==> src/tsh_pkg.sv <==
// package for the temperature sensor bus master: constants, command and operation kinds, carriers
// assumes a 125 MHz system clock; no other files are needed

package tsh_pkg;

  // clock and bus timing, times in ns
  localparam int unsigned SYS_CLK_NS       = 8;
  localparam int unsigned T_LOW_NS         = 4700;
  localparam int unsigned T_HIGH_NS        = 4000;
  localparam int unsigned T_BUS_FREE_NS    = 4700;
  localparam int unsigned T_SU_STA_NS      = 4700;
  localparam int unsigned T_HD_STA_NS      = 4000;
  localparam int unsigned T_SU_STO_NS      = 4000;
  // least times round up to whole cycles
  localparam int unsigned QUARTER_NS       = (T_LOW_NS + 1) / 2;
  localparam int unsigned QUARTER_CYC      =
    (QUARTER_NS + SYS_CLK_NS - 1) / SYS_CLK_NS;
  localparam int unsigned BUS_FREE_CYC     =
    (T_BUS_FREE_NS + SYS_CLK_NS - 1) / SYS_CLK_NS;

  // address layout
  localparam logic [3:0] SENSOR_ADDR_HI    = 4'h3;
  localparam logic       DIR_READ          = 1'b1;
  localparam logic       DIR_WRITE         = 1'b0;
  localparam logic [3:0] PTR_HI_ZERO       = 4'h0;
  localparam int unsigned BYTE_W           = 8;
  localparam logic [3:0] BIT_LAST          = 4'h7;

  // command kinds from the user side
  typedef enum logic [1:0] {
    TSH_CMD_SET_PTR = 2'h0,   // pointer only
    TSH_CMD_WRITE   = 2'h1,   // pointer then two data bytes
    TSH_CMD_READ    = 2'h2    // read two bytes from last pointer
  } tsh_cmd_t;

  typedef struct packed {
    tsh_cmd_t    kind;
    logic [2:0]  addr_sel;
    logic [3:0]  ptr;
    logic [15:0] wdata;
  } tsh_req_t;

  typedef struct packed {
    logic        done;
    logic        nak;
    logic [15:0] rdata;
  } tsh_rsp_t;

  // bit engine operations
  typedef enum logic [2:0] {
    TSH_OP_START = 3'h0,
    TSH_OP_STOP  = 3'h1,
    TSH_OP_WBIT  = 3'h2,
    TSH_OP_RBIT  = 3'h3
  } tsh_op_t;

endpackage

==> src/tsh_bit.sv <==
// bit-level engine: drives clock and data pins for one condition or bit
// assumes pins are open drain with external pull-ups; inputs pass two sync flops

`timescale 1ns/1ns
`default_nettype none

module tsh_bit
  import tsh_pkg::*;
#(
  parameter int unsigned QCYC = QUARTER_CYC
) (
  // clock and control
  input  wire logic    sys_clk_i,
  input  wire logic    rst_n_i,
  input  wire logic    ce_i,
  // operation request
  input  wire logic    go_i,
  input  wire tsh_op_t op_i,
  input  wire logic    bit_i,
  output logic         busy_o,
  output logic         done_o,
  output logic         bit_o,
  // bus pins
  input  wire logic    scl_i,
  input  wire logic    sda_i,
  output logic         scl_oe_o,
  output logic         sda_oe_o
);

  initial begin
    if (QCYC < 1) $error("tsh_bit: QCYC must be at least one");
  end

  typedef struct packed {
    logic [1:0]  scl_sy;
    logic [1:0]  sda_sy;
    logic        busy;
    logic        done;
    logic        rbit;
    logic [1:0]  phase;
    logic [15:0] cnt;
    tsh_op_t     op;
    logic        wbit;
    logic        scl_oe;
    logic        sda_oe;
  } tsh_bit_st_t;

  tsh_bit_st_t st_reg, st_next;

  // four phases per op, each a quarter period; scl low in 0/1 for bits
  always_comb begin
    st_next = st_reg;
    st_next.done = 1'b0;
    st_next.scl_sy = {st_reg.scl_sy[0], scl_i};
    st_next.sda_sy = {st_reg.sda_sy[0], sda_i};
    if (!st_reg.busy) begin
      if (go_i) begin
        st_next.busy  = 1'b1;
        st_next.op    = op_i;
        st_next.wbit  = bit_i;
        st_next.phase = 2'h0;
        st_next.cnt   = 16'(QCYC);
      end
    end else if (st_reg.cnt > 16'h1) begin
      // clock high phase 2 of a bit stretches while the pin is still seen low
      if (!(st_reg.phase == 2'h2 && !st_reg.scl_sy[1] &&
            (st_reg.op == TSH_OP_WBIT || st_reg.op == TSH_OP_RBIT)))
        st_next.cnt = st_reg.cnt - 16'h1;
    end else begin
      st_next.cnt   = 16'(QCYC);
      st_next.phase = st_reg.phase + 2'h1;
      case (st_reg.op)
        TSH_OP_START: begin
          // data falls while clock is high, then clock goes low
          case (st_reg.phase)
            2'h0: begin st_next.sda_oe = 1'b0; st_next.scl_oe = 1'b0; end
            2'h1: st_next.sda_oe = 1'b1;
            2'h2: st_next.scl_oe = 1'b1;
            default: ;
          endcase
        end
        TSH_OP_STOP: begin
          // data rises while clock is high
          case (st_reg.phase)
            2'h0: st_next.sda_oe = 1'b1;
            2'h1: st_next.scl_oe = 1'b0;
            2'h2: st_next.sda_oe = 1'b0;
            default: ;
          endcase
        end
        default: begin
          // data changes only in clock-low phase 0
          case (st_reg.phase)
            2'h0: st_next.sda_oe = (st_reg.op == TSH_OP_WBIT) ?
                                   !st_reg.wbit : 1'b0;
            2'h1: st_next.scl_oe = 1'b0;
            2'h2: st_next.rbit   = st_reg.sda_sy[1];
            2'h3: st_next.scl_oe = 1'b1;
            default: ;
          endcase
        end
      endcase
      if (st_reg.phase == 2'h3) begin
        st_next.busy = 1'b0;
        st_next.done = 1'b1;
      end
    end
  end

  // state register; clock is released at reset so the bus stays idle
  always_ff @(posedge sys_clk_i) begin
    if (!rst_n_i) begin
      st_reg <= '0;
      st_reg.op <= TSH_OP_STOP;
    end else if (ce_i) begin
      st_reg <= st_next;
    end
  end

  assign busy_o   = st_reg.busy;
  assign done_o   = st_reg.done;
  assign bit_o    = st_reg.rbit;
  assign scl_oe_o = st_reg.scl_oe;
  assign sda_oe_o = st_reg.sda_oe;

endmodule

`default_nettype wire

==> src/tsh_master.sv <==
// bus master for the temperature sensor serial port: one command per access
// assumes open-drain pins with pull-ups resolved by the surroundings
//
// Operation
// - eighth address bit: one reads, zero writes
// - every access begins with a falling data edge while clock is high
// - every access ends with a rising data edge while clock is high
// - each access is closed with a stop before another begins
// - after a stop, wait the bus free time before the next start
// - data changes only while the clock is low
// - the slave acknowledges every byte it receives
// - the master supplies a ninth clock for the acknowledge
// - acknowledge is held low across the whole ninth clock pulse
// - master does not acknowledge the last read byte
// - pointer byte uses low four bits; upper four written zero

`timescale 1ns/1ns
`default_nettype none

module tsh_master
  import tsh_pkg::*;
#(
  parameter int unsigned QCYC      = QUARTER_CYC,
  parameter int unsigned FREE_CYC  = BUS_FREE_CYC
) (
  // clock, reset, enable
  input  wire logic     sys_clk_i,
  input  wire logic     rst_n_i,
  input  wire logic     ce_i,
  // user command
  input  wire logic     req_valid_i,
  input  wire tsh_req_t req_i,
  output logic          req_ready_o,
  output tsh_rsp_t      rsp_o,
  // bus pins
  input  wire logic     scl_i,
  input  wire logic     sda_i,
  output logic          scl_o,
  output logic          scl_oe_o,
  output logic          sda_o,
  output logic          sda_oe_o
);

  initial begin
    if (FREE_CYC < 1) $error("tsh_master: FREE_CYC must be at least one");
  end

  // one bit changes per step from idle to free; next to byte, ack to stop and free to idle change two
  typedef enum logic [3:0] {
    ST_IDLE  = 4'b0000,
    ST_START = 4'b0001,
    ST_BYTE  = 4'b0011,
    ST_ACK   = 4'b0010,
    ST_NEXT  = 4'b0110,
    ST_STOP  = 4'b0111,
    ST_FREE  = 4'b0101
  } tsh_state_t;

  typedef struct packed {
    tsh_state_t  state;
    tsh_req_t    req;
    logic [1:0]  idx;      // byte index within access
    logic [3:0]  nbit;
    logic [7:0]  sh;
    logic [15:0] rdata;
    logic        nak;
    logic        go;
    tsh_op_t     op;
    logic        wbit;
    logic [15:0] free_cnt;
    logic        ready;
    tsh_rsp_t    rsp;
  } tsh_st_t;

  tsh_st_t st_reg, st_next;

  logic busy_w;
  logic done_w;
  logic rbit_w;
  logic scl_oe_w;
  logic sda_oe_w;
  logic is_read;
  logic [1:0] last_idx;
  logic [1:0] tx_idx;
  logic [7:0] tx_byte;

  // bit engine; the master alone drives the clock pin
  tsh_bit #(
    .QCYC (QCYC)
  ) u_bit (
    .sys_clk_i (sys_clk_i),
    .rst_n_i   (rst_n_i),
    .ce_i      (ce_i),
    .go_i      (st_reg.go),
    .op_i      (st_reg.op),
    .bit_i     (st_reg.wbit),
    .busy_o    (busy_w),
    .done_o    (done_w),
    .bit_o     (rbit_w),
    .scl_i     (scl_i),
    .sda_i     (sda_i),
    .scl_oe_o  (scl_oe_w),
    .sda_oe_o  (sda_oe_w)
  );

  // byte plan for the held command
  always_comb begin
    is_read = (st_reg.req.kind == TSH_CMD_READ);
    // the next state loads the following byte, so look one index ahead
    tx_idx = (st_reg.state == ST_NEXT) ? st_reg.idx + 2'h1 : st_reg.idx;
    case (st_reg.req.kind)
      TSH_CMD_SET_PTR: last_idx = 2'h1;
      TSH_CMD_WRITE:   last_idx = 2'h3;
      default:         last_idx = 2'h2;
    endcase
    case (tx_idx)
      2'h0: tx_byte = {SENSOR_ADDR_HI, st_reg.req.addr_sel,
                       is_read ? DIR_READ : DIR_WRITE};
      2'h1: tx_byte = {PTR_HI_ZERO, st_reg.req.ptr};
      2'h2: tx_byte = st_reg.req.wdata[15:8];
      default: tx_byte = st_reg.req.wdata[7:0];
    endcase
  end

  // access sequencer
  always_comb begin
    st_next = st_reg;
    st_next.go = 1'b0;
    st_next.rsp.done = 1'b0;
    case (st_reg.state)
      ST_IDLE: begin
        // start only from an idle bus, both lines released
        if (req_valid_i && st_reg.ready) begin
          st_next.req   = req_i;
          st_next.ready = 1'b0;
          st_next.idx   = 2'h0;
          st_next.nak   = 1'b0;
          st_next.op    = TSH_OP_START;
          st_next.go    = 1'b1;
          st_next.state = ST_START;
        end else if (!st_reg.ready && !busy_w) begin
          // ready comes up once the engine is quiet after reset
          st_next.ready = 1'b1;
        end
      end
      ST_START: begin
        if (done_w) begin
          st_next.sh    = tx_byte;
          st_next.nbit  = 4'h0;
          st_next.state = ST_BYTE;
        end
      end
      ST_BYTE: begin
        // issue one bit when the engine is free, msb first
        // not in the done cycle: the shift register is still the old bit
        if (!busy_w && !st_reg.go && !done_w) begin
          st_next.go   = 1'b1;
          st_next.op   = (is_read && st_reg.idx != 2'h0) ?
                         TSH_OP_RBIT : TSH_OP_WBIT;
          st_next.wbit = st_reg.sh[BYTE_W-1];
        end
        if (done_w) begin
          st_next.sh = {st_reg.sh[BYTE_W-2:0], rbit_w};
          if (st_reg.nbit == BIT_LAST) begin
            // ninth clock for the acknowledge
            st_next.go = 1'b1;
            if (is_read && st_reg.idx != 2'h0) begin
              st_next.op   = TSH_OP_WBIT;
              // low ack except on the last byte
              st_next.wbit = (st_reg.idx == last_idx);
            end else begin
              st_next.op   = TSH_OP_RBIT;
              st_next.wbit = 1'b1;
            end
            st_next.state = ST_ACK;
          end else begin
            st_next.nbit = st_reg.nbit + 4'h1;
          end
        end
      end
      ST_ACK: begin
        if (done_w) begin
          if (is_read && st_reg.idx != 2'h0) begin
            st_next.rdata = {st_reg.rdata[7:0], st_reg.sh};
            st_next.state = ST_NEXT;
          end else if (rbit_w) begin
            // slave did not answer: close with a stop
            st_next.nak   = 1'b1;
            st_next.op    = TSH_OP_STOP;
            st_next.go    = 1'b1;
            st_next.state = ST_STOP;
          end else begin
            st_next.state = ST_NEXT;
          end
        end
      end
      ST_NEXT: begin
        if (st_reg.idx == last_idx) begin
          st_next.op    = TSH_OP_STOP;
          st_next.go    = 1'b1;
          st_next.state = ST_STOP;
        end else begin
          // read after address only returns the held pointer
          st_next.idx   = (is_read && st_reg.idx == 2'h0) ? 2'h1 :
                          st_reg.idx + 2'h1;
          st_next.sh    = tx_byte;
          st_next.nbit  = 4'h0;
          st_next.state = ST_BYTE;
          if (is_read && st_reg.idx == 2'h0)
            st_next.idx = 2'h1;
        end
      end
      ST_STOP: begin
        if (done_w) begin
          st_next.free_cnt  = 16'(FREE_CYC);
          st_next.rsp.done  = 1'b1;
          st_next.rsp.nak   = st_reg.nak;
          st_next.rsp.rdata = st_reg.rdata;
          st_next.state     = ST_FREE;
        end
      end
      ST_FREE: begin
        // bus free time before any new start
        if (st_reg.free_cnt > 16'h1)
          st_next.free_cnt = st_reg.free_cnt - 16'h1;
        else begin
          st_next.ready = 1'b1;
          st_next.state = ST_IDLE;
        end
      end
      default: st_next.state = ST_IDLE;
    endcase
  end

  // state register; ready comes up one cycle after reset
  always_ff @(posedge sys_clk_i) begin
    if (!rst_n_i) begin
      st_reg       <= '0;
      st_reg.state <= ST_IDLE;
      st_reg.op    <= TSH_OP_STOP;
    end else if (ce_i) begin
      st_reg <= st_next;
    end
  end

  // pin outputs are flops in the engine; drive level is always low
  assign req_ready_o = st_reg.ready;
  assign rsp_o       = st_reg.rsp;
  assign scl_o       = 1'b0;
  assign sda_o       = 1'b0;
  assign scl_oe_o    = scl_oe_w;
  assign sda_oe_o    = sda_oe_w;

endmodule

`default_nettype wire

==> config.mk <==
export PLATFORM = sky130hd
export DESIGN_NAME = tsh_master
export DESIGN_NICKNAME = d
export VERILOG_FILES = /design/src/tsh_pkg.sv /design/src/tsh_bit.sv /design/src/tsh_master.sv
export SDC_FILE = /design/constraint.sdc
export NUM_CORES = 1
export LEC_CHECK = 0
export BUFFER_PORTS_ARGS = -buffer_cell sky130_fd_sc_hd__buf_4
export CORE_AREA = 8 8 118 120
export DETAILED_ROUTE_END_ITERATION = 6
export DIE_AREA = 0 0 126 128
export PLACE_DENSITY_LB_ADDON = 0.08
export SYNTH_ARGS = -nofsm -noshare
export SYNTH_HDL_FRONTEND = slang
export SYNTH_SLANG_ARGS = --single-unit
==> constraint.sdc <==
create_clock -name sys_clk_i -period 2.8 [get_ports sys_clk_i]
set_clock_uncertainty 0.1 [all_clocks]
set_input_delay 0.42 -clock sys_clk_i [delete_from_list [all_inputs] [get_ports sys_clk_i]]
set_output_delay 0.42 -clock sys_clk_i [all_outputs]
set_load 0.05 [all_outputs]
==> out/metrics.csv, run 1 <==
stage,metric,value,unit
placement,PortBufs,51,
synth,Post-synth top cells,"153 x nand2_1, 130 x dfxtp_1, 86 x a21oi_1, 51 x nor2_1, 40 x clkbuf_1",
timing,Highest Clock Rate,392,MHz
timing,Final setup viols,0,
routing,Avg WL per Cell,15.1,um
clocking,Hold Buf Count CTS,0,
clocking,Setup Buffers After CTS,0,
power,clock network power share,43.4,%
clocking,htree depth,4,
critical_path,crit-path max FO,8,
global_routing,total grt overflow,0,
synth,asr flop ratio synth,0,%
floorplanning,core area,0.0122,mm2
critical_path,crit-path max cell delay,0.68,ns
global_routing,first-pass GRT wire length,25.0,mm
timing,Fin Hold WS,0.155,ns
synth,most frequent cell after synthesis,nand2_1,
layout,diodes inserted,0,
clocking,CTS max path bufs,2,
synth,number of enable flip-flop cells after synthesis,0,
clocking,clk sinks,130,
global_routing,vias in the first global route,5337,
critical_path,Setup crit end kind,flop,
synth,synthesized area per cell,8.07,um2
timing,final worst-path cycle share,91.0,%
critical_path,Worst Path Arrival,2.79,ns
power,Net Sw Frac,26.8,%
synth,synth top area cells,"dfxtp_1 41%, nand2_1 9.1%, a21oi_1 6.8%",
clocking,TritonCTS buffer count,17,
routing,Routed WL,14.7,mm
timing,TNS Setup,0,ns
synth,Synth Cell Area,0.00633,mm2
timing,Max-slew headroom,50.1,%
routing,Initial DRC Count,467,
global_routing,largest net degree at the start of global routing,44,
placement,detailed placement HPWL,10.2,mm
clocking,cts repair resizes,0,
critical_path,crit-path leading delay family,simple AND/OR/NAND/NOR gates,
clocking,CTS Root Cell,clkbuf_16,
power,Max VDD drop,0.427,mV
layout,fraction of layout cells with a size suffix above 1,16.6,%
layout,area grow syn2layout,15.8,%
routing,drt first pass iters,7,
timing,slack of the critical path,0.251,ns
critical_path,CP dominant cell by count,nor3_1,
layout,max reg flops,80,
synth,"Top FF cell, synth",dfxtp_1,
synth,Synth area leader,dfxtp_1,
timing,minimum clock period,2.55,ns
clocking,CTS tree,done,
floorplanning,Rows,41,
power,leakage,2.72,nW
routing,# DRC,0,
synth,top-area cell type share of the netlist area,41.1,%
power,sequential power share,42.0,%
critical_path,CP required,3.05,ns
power,Comb power frac,14.6,%
floorplanning,Die Wd,126,um
layout,Nets,853,
critical_path,crit path kind,flop to flop,
placement,Place WS,0.331,ns
critical_path,crit-path cells,or4_1 -> nor3_1 -> nand4_1 -> nor3_1 -> mux2i_1,
outcome,status,"complete, no violations",
floorplanning,DIE HEIGHT,128,um
power,P_sw,1.29,mW
floorplanning,die area,0.0161,mm2
min_path,Worst Hold Class,input pin to flop,
floorplanning,Initial Util,51.8,%
global_routing,initial antenna violation count,0,
synth,Unique masters post-synth,73,
placement,Final GP Congestion,0.868,
power,Pint,3.54,mW
job,Max-Cap Viols,0,
synth,"Seq/Total Area, Yosys",41.1,%
critical_path,Worst Path Buf+Inv,0,
clocking,worst skew pair latency,0.41,ns
floorplanning,I/O pin cnt,54,
clocking,clock slew at reported path FFs,0.05,ns
timing,final slew viol count,0,
routing,Post-DRT Antenna Nets,0,
layout,fillers,1152,
synth,#FFs+latches synth,130,
power,Pwr Density,659,mW/mm2
timing,RSZ-0062 raised after global routing,no,
layout,final core occ,60.0,%
timing,Slew @ Worst Pin,0.748,ns
routing,total number of vias,5603,
routing,Vias/cell,5.75,
global_routing,Total GRT Usage,18.7,%
synth,Gate Count Post-Synth,784,
critical_path,Worst Setup Start Kind,flop,
timing,Final Hold Viols,0,
critical_path,"Slowest-stage cell, CP",or4_1,
synth,synth warn,0,
==> metal layers <==
metal	vias up	wire length (um)	global-route usage [%]
li1	2814	-	-
met1	2623	6880	23.2
met2	147	6950	31.2
met3	19	686	4.49
met4	0	170	6.23
met5	-	0	0
==> worst register-to-register path: stages (launching register included) <==
cell     delay, ns
dfxtp_1       0.35
or4_1         0.68
nor3_1        0.51
nand4_1       0.32
nor3_1        0.32
mux2i_1       0.20
==> final timing paths <==
check | from | to | slack, ns | cells after the start
worst max-delay path | u_bit.st_reg[14]$_SDFFE_PN0P_ | u_bit.scl_oe_o$_SDFFE_PN0P_ | 0.25 | 5
worst max register to register | u_bit.st_reg[14]$_SDFFE_PN0P_ | u_bit.scl_oe_o$_SDFFE_PN0P_ | 0.25 | 5
worst min register to register | rsp_o[8]$_SDFFE_PN0P_ | rsp_o[8]$_SDFFE_PN0P_ | 0.35 | 2
worst min-delay path | sda_i | u_bit.st_next[28]$_SDFFE_PN0P_ | 0.15 | 3
==> cells by family after synthesis <==
group,count (synthesis),synth area share (%)
and+or+nand+nor,313,23.8
AOI/OAI and AO/OA,206,20.7
DFF,130,41.1
buffers and inverters,87,6.58
muxes,21,3.38
xor gates and xnor gates,16,2.33
adders and majority gates,10,1.98
other,1,0.0593
==> per-stage QoR <==
step | area, um2 | power, mW | std cells
after detailed placement | 6770 | 2.76 | 943
after global routing | 7330 | 5.06 | 974
after floorplan | 6330 | 2.57 | 785
after global placement | 6770 | 2.74 | 943
after CTS | 7330 | 4.86 | 974
final | 7330 | 4.83 | 974
==> power groups by stage <==
stage / sequential [mW] / clock [mW] / combinational (mW)
finish: 2.03 / 2.10 / 0.705
floorplan: 2.04 / 0 / 0.526
detailed placement: 2.06 / 0 / 0.695
global placement: 2.06 / 0 / 0.681
global route: 2.04 / 2.23 / 0.786
CTS: 2.02 / 2.14 / 0.700
==> cell type report <==
class	instances	area [um2]	share of cell area, %
clock buffers	20	447	6.10
clock inverters	11	114	1.55
inverters	18	67.6	0.922
multi-input cells	568	3320	45.3
flip-flops and latches	130	2600	35.5
well taps	150	188	2.56
repair buffers	77	591	8.06
==> cell usage in the layout, fill, tap and decap left out, drive strengths merged, types with 9 or more instances in the layout <==
cell | netlist | routed
nand2 | 153 | 153
dfxtp | 130 | 130
a21oi | 86 | 86
buf | 29 | 77
nor2 | 51 | 51
o21ai | 38 | 38
clkbuf | 40 | 20
mux2i | 18 | 18
inv | 18 | 18
nor3 | 16 | 16
or3 | 15 | 15
nand3 | 13 | 13
a31oi | 13 | 13
o31ai | 11 | 11
or4 | 11 | 11
o211ai | 10 | 10
ha | 10 | 10
xor2 | 9 | 9
No activity file was read; power rests on OpenSTA's default activity.
==> run 2, diff against run 1 <==
CORE_AREA = 8 8 131 108   (was 8 8 118 120)
DIE_AREA = 0 0 139 116   (was 0 0 126 128)
==> out/metrics.csv, run 2 (synthesized netlist as in run 1, its figures left out) <==
stage,metric,value,unit,change
outcome,status,"complete, no violations",,
routing,Max Used Layer,met4,,
critical_path,Setup crit end kind,flop,,
power,leakage,2.72,nW,-0.27%
routing,total number of vias,5652,,+0.87%
layout,Finished Layout Cells,973,,-0.10%
timing,TNS Setup,0,ns,unchanged
timing,Highest Clock Rate,393,MHz,about the same
layout,area grow syn2layout,15.8,%,about the same
routing,# DRC,0,,unchanged
timing,final slew viol count,0,,unchanged
floorplanning,Die Wd,139,um,+10%
power,Pwr Density,676,mW/mm2,+2.6%
critical_path,crit path kind,flop to flop,,
timing,minimum clock period,2.55,ns,-0.00186 ns
clocking,cts repair resizes,0,,unchanged
routing,metal3 WL,670,um,-2.3%
routing,DRT met1 WL,7.45,mm,+8.3%
layout,fraction of layout cells with a size suffix above 1,16.3,%,-0.30 points
routing,Avg WL per Cell,15.6,um,+3.8%
global_routing,Total GRT Usage,19.1,%,+0.36 points
routing,Post-DRT Antenna Nets,0,,unchanged
routing,Vias/cell,5.81,,+0.98%
placement,Final GP Congestion,0.861,,-0.83%
global_routing,first-pass GRT wire length,25.3,mm,+1.1%
routing,routed wl met2,6.96,mm,+0.12%
layout,diodes inserted,0,,unchanged
critical_path,reg-to-reg startpoint,u_bit.st_reg[14]$_SDFFE_PN0P_,,
clocking,htree depth,4,,unchanged
min_path,Worst Hold Launch,scl_i,,
power,overall power,4.96,mW,+2.6%
placement,dpl cell area,0.00674,mm2,-0.48%
routing,Initial DRC Count,455,,-2.6%
critical_path,Setup crit start,u_bit.st_reg[14]$_SDFFE_PN0P_,,
global_routing,initial antenna violation count,0,,unchanged
layout,final instance area,0.00733,mm2,about the same
critical_path,Worst Setup Start Kind,flop,,
timing,RSZ-0062 raised after global routing,no,,
min_path,Hold Path End,u_bit.st_next[30]$_SDFFE_PN0P_,,
layout,max reg flops,80,,unchanged
layout,"most common cell after layout, fill and taps aside",nand2_1,,
timing,Slew @ Worst Pin,0.663,ns,-0.0849 ns
floorplanning,Initial Util,52.8,%,+0.99 points
critical_path,Worst Path Arrival,2.79,ns,about the same
critical_path,r2r worst-path depth,5,,unchanged
global_routing,total grt overflow,0,,unchanged
placement,Placed Cells,942,,-0.11%
layout,Nets,850,,-0.35%
global_routing,largest net degree at the start of global routing,44,,unchanged
routing,drt first pass iters,5,,-2
floorplanning,Rows,36,,-12%
clocking,CTS max path bufs,2,,unchanged
placement,PortBufs,51,,unchanged
critical_path,flop2flop setup slack,0.25,ns,about the same
floorplanning,I/O pin cnt,54,,unchanged
clocking,Hold Buf Count CTS,0,,unchanged
critical_path,CP required,3.04,ns,about the same
routing,Routed WL,15.2,mm,+3.6%
critical_path,FF-to-FF End,u_bit.scl_oe_o$_SDFFE_PN0P_,,
clocking,clk sinks,130,,unchanged
placement,detailed placement HPWL,10.7,mm,+5.4%
clocking,clock slew at reported path FFs,0.06,ns,about the same
clocking,CTS Root Cell,clkbuf_16,,
min_path,Worst Hold Class,input pin to flop,,
clocking,Setup Buffers After CTS,0,,unchanged
floorplanning,DIE HEIGHT,116,um,-9.4%
timing,Final Hold Viols,0,,unchanged
timing,Final setup viols,0,,unchanged
power,Max VDD drop,0.557,mV,+30%
layout,most frequent cells in the layout,"153 x nand2_1, 130 x dfxtp_1, 86 x a21oi_1",,
job,Max-Cap Viols,0,,unchanged
critical_path,crit-path max FO,8,,unchanged
min_path,Worst Hold Path Cells,3,,unchanged
clocking,TritonCTS buffer count,17,,unchanged
clocking,worst skew pair latency,0.42,ns,about the same
floorplanning,core area,0.0120,mm2,-1.9%
floorplanning,die area,0.0161,mm2,about the same
timing,final worst-path cycle share,91.0,%,about the same
clocking,CTS tree,done,,
timing,Max-slew headroom,55.7,%,+5.7 points
global_routing,vias in the first global route,5359,,+0.41%
-- run 2: cell count changes in the layout (fill, tap and decap cells not counted) --
cell and delta:
buf_4 -2, bufinv_16 +1, buf_12 -1, clkinv_2 -2, clkbuf_8 +1
-- run 2: report_power, final --
group | leakage [nW] | internal, mW | switching [mW]
sequential | 1.05 | 1.94 | 0.0762
combinational | 1.38 | 0.270 | 0.434
clock | 0.289 | 1.43 | 0.799
-- run 2: worst max-delay path by stage --
| stage | endpoint | cells after the start |
|---|---|---|
| 2_1_floorplan | st_reg[46]$_SDFFE_PN0P_ | 8 |
| 3_3_place_gp | u_bit.scl_oe_o$_SDFFE_PN0P_ | 5 |
| 3_5_place_dp | u_bit.scl_oe_o$_SDFFE_PN0P_ | 5 |
| 4_1_cts | u_bit.scl_oe_o$_SDFFE_PN0P_ | 5 |
| 5_1_grt | u_bit.scl_oe_o$_SDFFE_PN0P_ | 5 |
| 6_report | u_bit.scl_oe_o$_SDFFE_PN0P_ | 5 |
-- run 2: cell type report --
type                            count  area, um2
Inverter                           18       67.6
Tap cell                          152        190
Clock buffer                       21        460
Multi-Input combinational cell    568       3320
Fill cell                        1062       4650
Timing Repair Buffer               74        556
Sequential cell                   130       2600
Clock inverter                     10        134
-- run 2: critical path, cell delays in order, from the launching register on --
cell and delay (ns):
dfxtp_1 0.35, or4_1 0.69, nor3_1 0.46, nand4_1 0.33
nor3_1 0.33, mux2i_1 0.22
-- run 2: per-stage QoR --
stage          util (%)  setup slack (ns)  hold WS (ns)
6_report           61.2             0.253         0.138
5_1_grt            61.2            0.0409         0.136
4_1_cts            61.2             0.283         0.130
3_5_place_dp       56.2             0.334         0.347
3_3_place_gp       56.2             0.385         0.339
2_1_floorplan         -             0.156         0.330
-- run 2: routing by layer --
metal  vias up  track usage [%]
met5         -                0
met4         0             5.47
met3        12             5.35
met2       125             31.7
met1      2709             23.9
li1       2806                -
==> run 3, diff against run 2 <==
PLACE_DENSITY = 0.75   (was unset)
PLACE_DENSITY_LB_ADDON = unset   (was 0.08)
SLEW_MARGIN = 20   (was unset)
==> out/metrics.csv, run 3 (synthesized netlist as in run 1, its figures left out) <==
stage,metric,value,unit,change
clocking,CTS tree,done,,
timing,minimum clock period,2.53,ns,-0.0185 ns
critical_path,flop2flop setup slack,0.27,ns,+0.02 ns
global_routing,total grt overflow,0,,unchanged
layout,diodes inserted,0,,unchanged
global_routing,vias in the first global route,5291,,-1.3%
timing,Final setup viols,0,,unchanged
critical_path,reg-to-reg startpoint,u_bit.st_reg[14]$_SDFFE_PN0P_,,
power,Pint,3.69,mW,+1.3%
global_routing,first-pass GRT wire length,25.1,mm,-0.65%
clocking,worst skew pair latency,0.42,ns,about the same
placement,PortBufs,51,,unchanged
critical_path,Worst Setup Start Kind,flop,,
power,Net Sw Frac,26.7,%,+0.31 points
routing,Routed WL,15.2,mm,about the same
critical_path,Setup crit end,u_bit.scl_oe_o$_SDFFE_PN0P_,,
floorplanning,Rows,36,,unchanged
floorplanning,I/O pin cnt,54,,unchanged
timing,Max-slew headroom,59.0,%,+3.2 points
power,leakage,2.72,nW,about the same
critical_path,FF-to-FF End,u_bit.scl_oe_o$_SDFFE_PN0P_,,
layout,max reg flops,80,,unchanged
power,P_sw,1.35,mW,+2.9%
power,Pwr Density,686,mW/mm2,+1.5%
critical_path,Setup crit start,u_bit.st_reg[14]$_SDFFE_PN0P_,,
routing,total number of vias,5692,,+0.71%
layout,most frequent cells in the layout,"153 x nand2_1, 130 x dfxtp_1, 86 x a21oi_1",,
critical_path,Worst Path Arrival,2.78,ns,about the same
power,Max VDD drop,0.521,mV,-6.3%
layout,Nets,848,,-0.24%
clocking,htree depth,4,,unchanged
timing,final slew viol count,0,,unchanged
global_routing,initial antenna violation count,0,,unchanged
clocking,CTS max path bufs,2,,unchanged
routing,Post-DRT Antenna Nets,0,,unchanged
power,overall power,5.04,mW,+1.7%
layout,"most common cell after layout, fill and taps aside",nand2_1,,
clocking,clk sinks,130,,unchanged
critical_path,r2r worst-path depth,5,,unchanged
global_routing,Total GRT Usage,19.0,%,-0.071 points
routing,Initial DRC Count,417,,-8.4%
floorplanning,Die Wd,139,um,unchanged
layout,fraction of layout cells with a size suffix above 1,16.4,%,+0.040 points
power,Comb power frac,14.2,%,about the same
min_path,Worst Hold Launch,scl_i,,
min_path,Worst Hold Class,input pin to flop,,
timing,TNS Setup,0,ns,unchanged
timing,Final Hold Viols,0,,unchanged
critical_path,crit path kind,flop to flop,,
floorplanning,die area,0.0161,mm2,unchanged
clocking,Hold Buf Count CTS,0,,unchanged
clocking,CTS Root Cell,clkbuf_16,,
timing,RSZ-0062 raised after global routing,no,,
min_path,Worst Hold Path Cells,3,,unchanged
floorplanning,Initial Util,52.8,%,unchanged
placement,Final GP Congestion,0.875,,+1.6%
power,sequential power share,40.1,%,-0.6 points
clocking,cts repair resizes,0,,unchanged
critical_path,Setup crit end kind,flop,,
power,clock network power share,45.7,%,+0.6 points
routing,Avg WL per Cell,15.7,um,+0.25%
clocking,TritonCTS buffer count,17,,unchanged
layout,area grow syn2layout,16.1,%,
placement,detailed placement HPWL,10.4,mm,-3.2%
global_routing,largest net degree at the start of global routing,49,,+11%
critical_path,crit-path max FO,8,,unchanged
timing,final worst-path cycle share,90.3,%,-0.66 points
clocking,Setup Buffers After CTS,0,,unchanged
timing,Highest Clock Rate,395,MHz,+0.73%
floorplanning,core area,0.0120,mm2,unchanged
floorplanning,DIE HEIGHT,116,um,unchanged
routing,Vias/cell,5.86,,+0.92%
job,Max-Cap Viols,0,,unchanged
outcome,status,"complete, no violations",,
timing,Slew @ Worst Pin,0.615,ns,-0.0482 ns
routing,drt first pass iters,5,,unchanged
critical_path,CP required,3.05,ns,about the same
routing,# DRC,0,,unchanged
clocking,clock slew at reported path FFs,0.06,ns,about the same
## run 3: worst min-delay path by stage
stage	endpoint	slack [ns]
floorplan	st_reg[38]$_SDFFE_PN0P_	0.33
global placement	st_reg[38]$_SDFFE_PN0P_	0.34
detailed placement	rsp_o[13]$_SDFFE_PN0P_	0.35
CTS	u_bit.st_next[30]$_SDFFE_PN0P_	0.13
global route	u_bit.st_next[30]$_SDFFE_PN0P_	0.13
finish	u_bit.st_next[30]$_SDFFE_PN0P_	0.14
## run 3: routing by layer
layer  wire (um)  share of wire, %  vias to the layer above  track usage, %
met4         140              0.92                        0            6.05
met2        6890                45                      210            30.0
met3        1060               7.0                       12            6.01
met5           0                 0                        -               0
met1        7130                47                     2666            24.3
li1            -                 -                     2804               -
## run 3: layout make-up
type / instances / area, um2
Clock buffer: 17 / 425
Inverter: 18 / 67.6
Fill cell: 1023 / 4630
Tap cell: 152 / 190
Clock inverter: 14 / 189
Sequential cell: 130 / 2600
Timing Repair Buffer: 72 / 553
Multi-Input combinational cell: 568 / 3320
## run 3: worst max-delay path, cell delays in order, from the launching register on
cell	delay, ns
dfxtp_1	0.35
or4_1	0.67
nor3_1	0.51
nand4_1	0.29
nor3_1	0.33
mux2i_1	0.21
## run 3: power groups by stage
stage | Clock, mW | Combinational [mW] | Sequential (mW)
floorplan | 0 | 0.526 | 2.04
global placement | 0 | 0.673 | 2.05
detailed placement | 0 | 0.700 | 2.06
CTS | 2.33 | 0.706 | 2.02
global route | 2.43 | 0.788 | 2.03
finish | 2.31 | 0.713 | 2.02
## run 3: stage by stage
stage	setup slack (ns)	cells	hold WS (ns)	area (um2)	util [%]
5_1_grt	0.0537	971	0.130	7350	61.3
4_1_cts	0.303	971	0.128	7350	61.3
6_report	0.271	971	0.140	7350	61.3
3_3_place_gp	0.457	940	0.337	6730	56.2
3_5_place_dp	0.364	940	0.347	6730	56.2
2_1_floorplan	0.156	785	0.330	6330	-
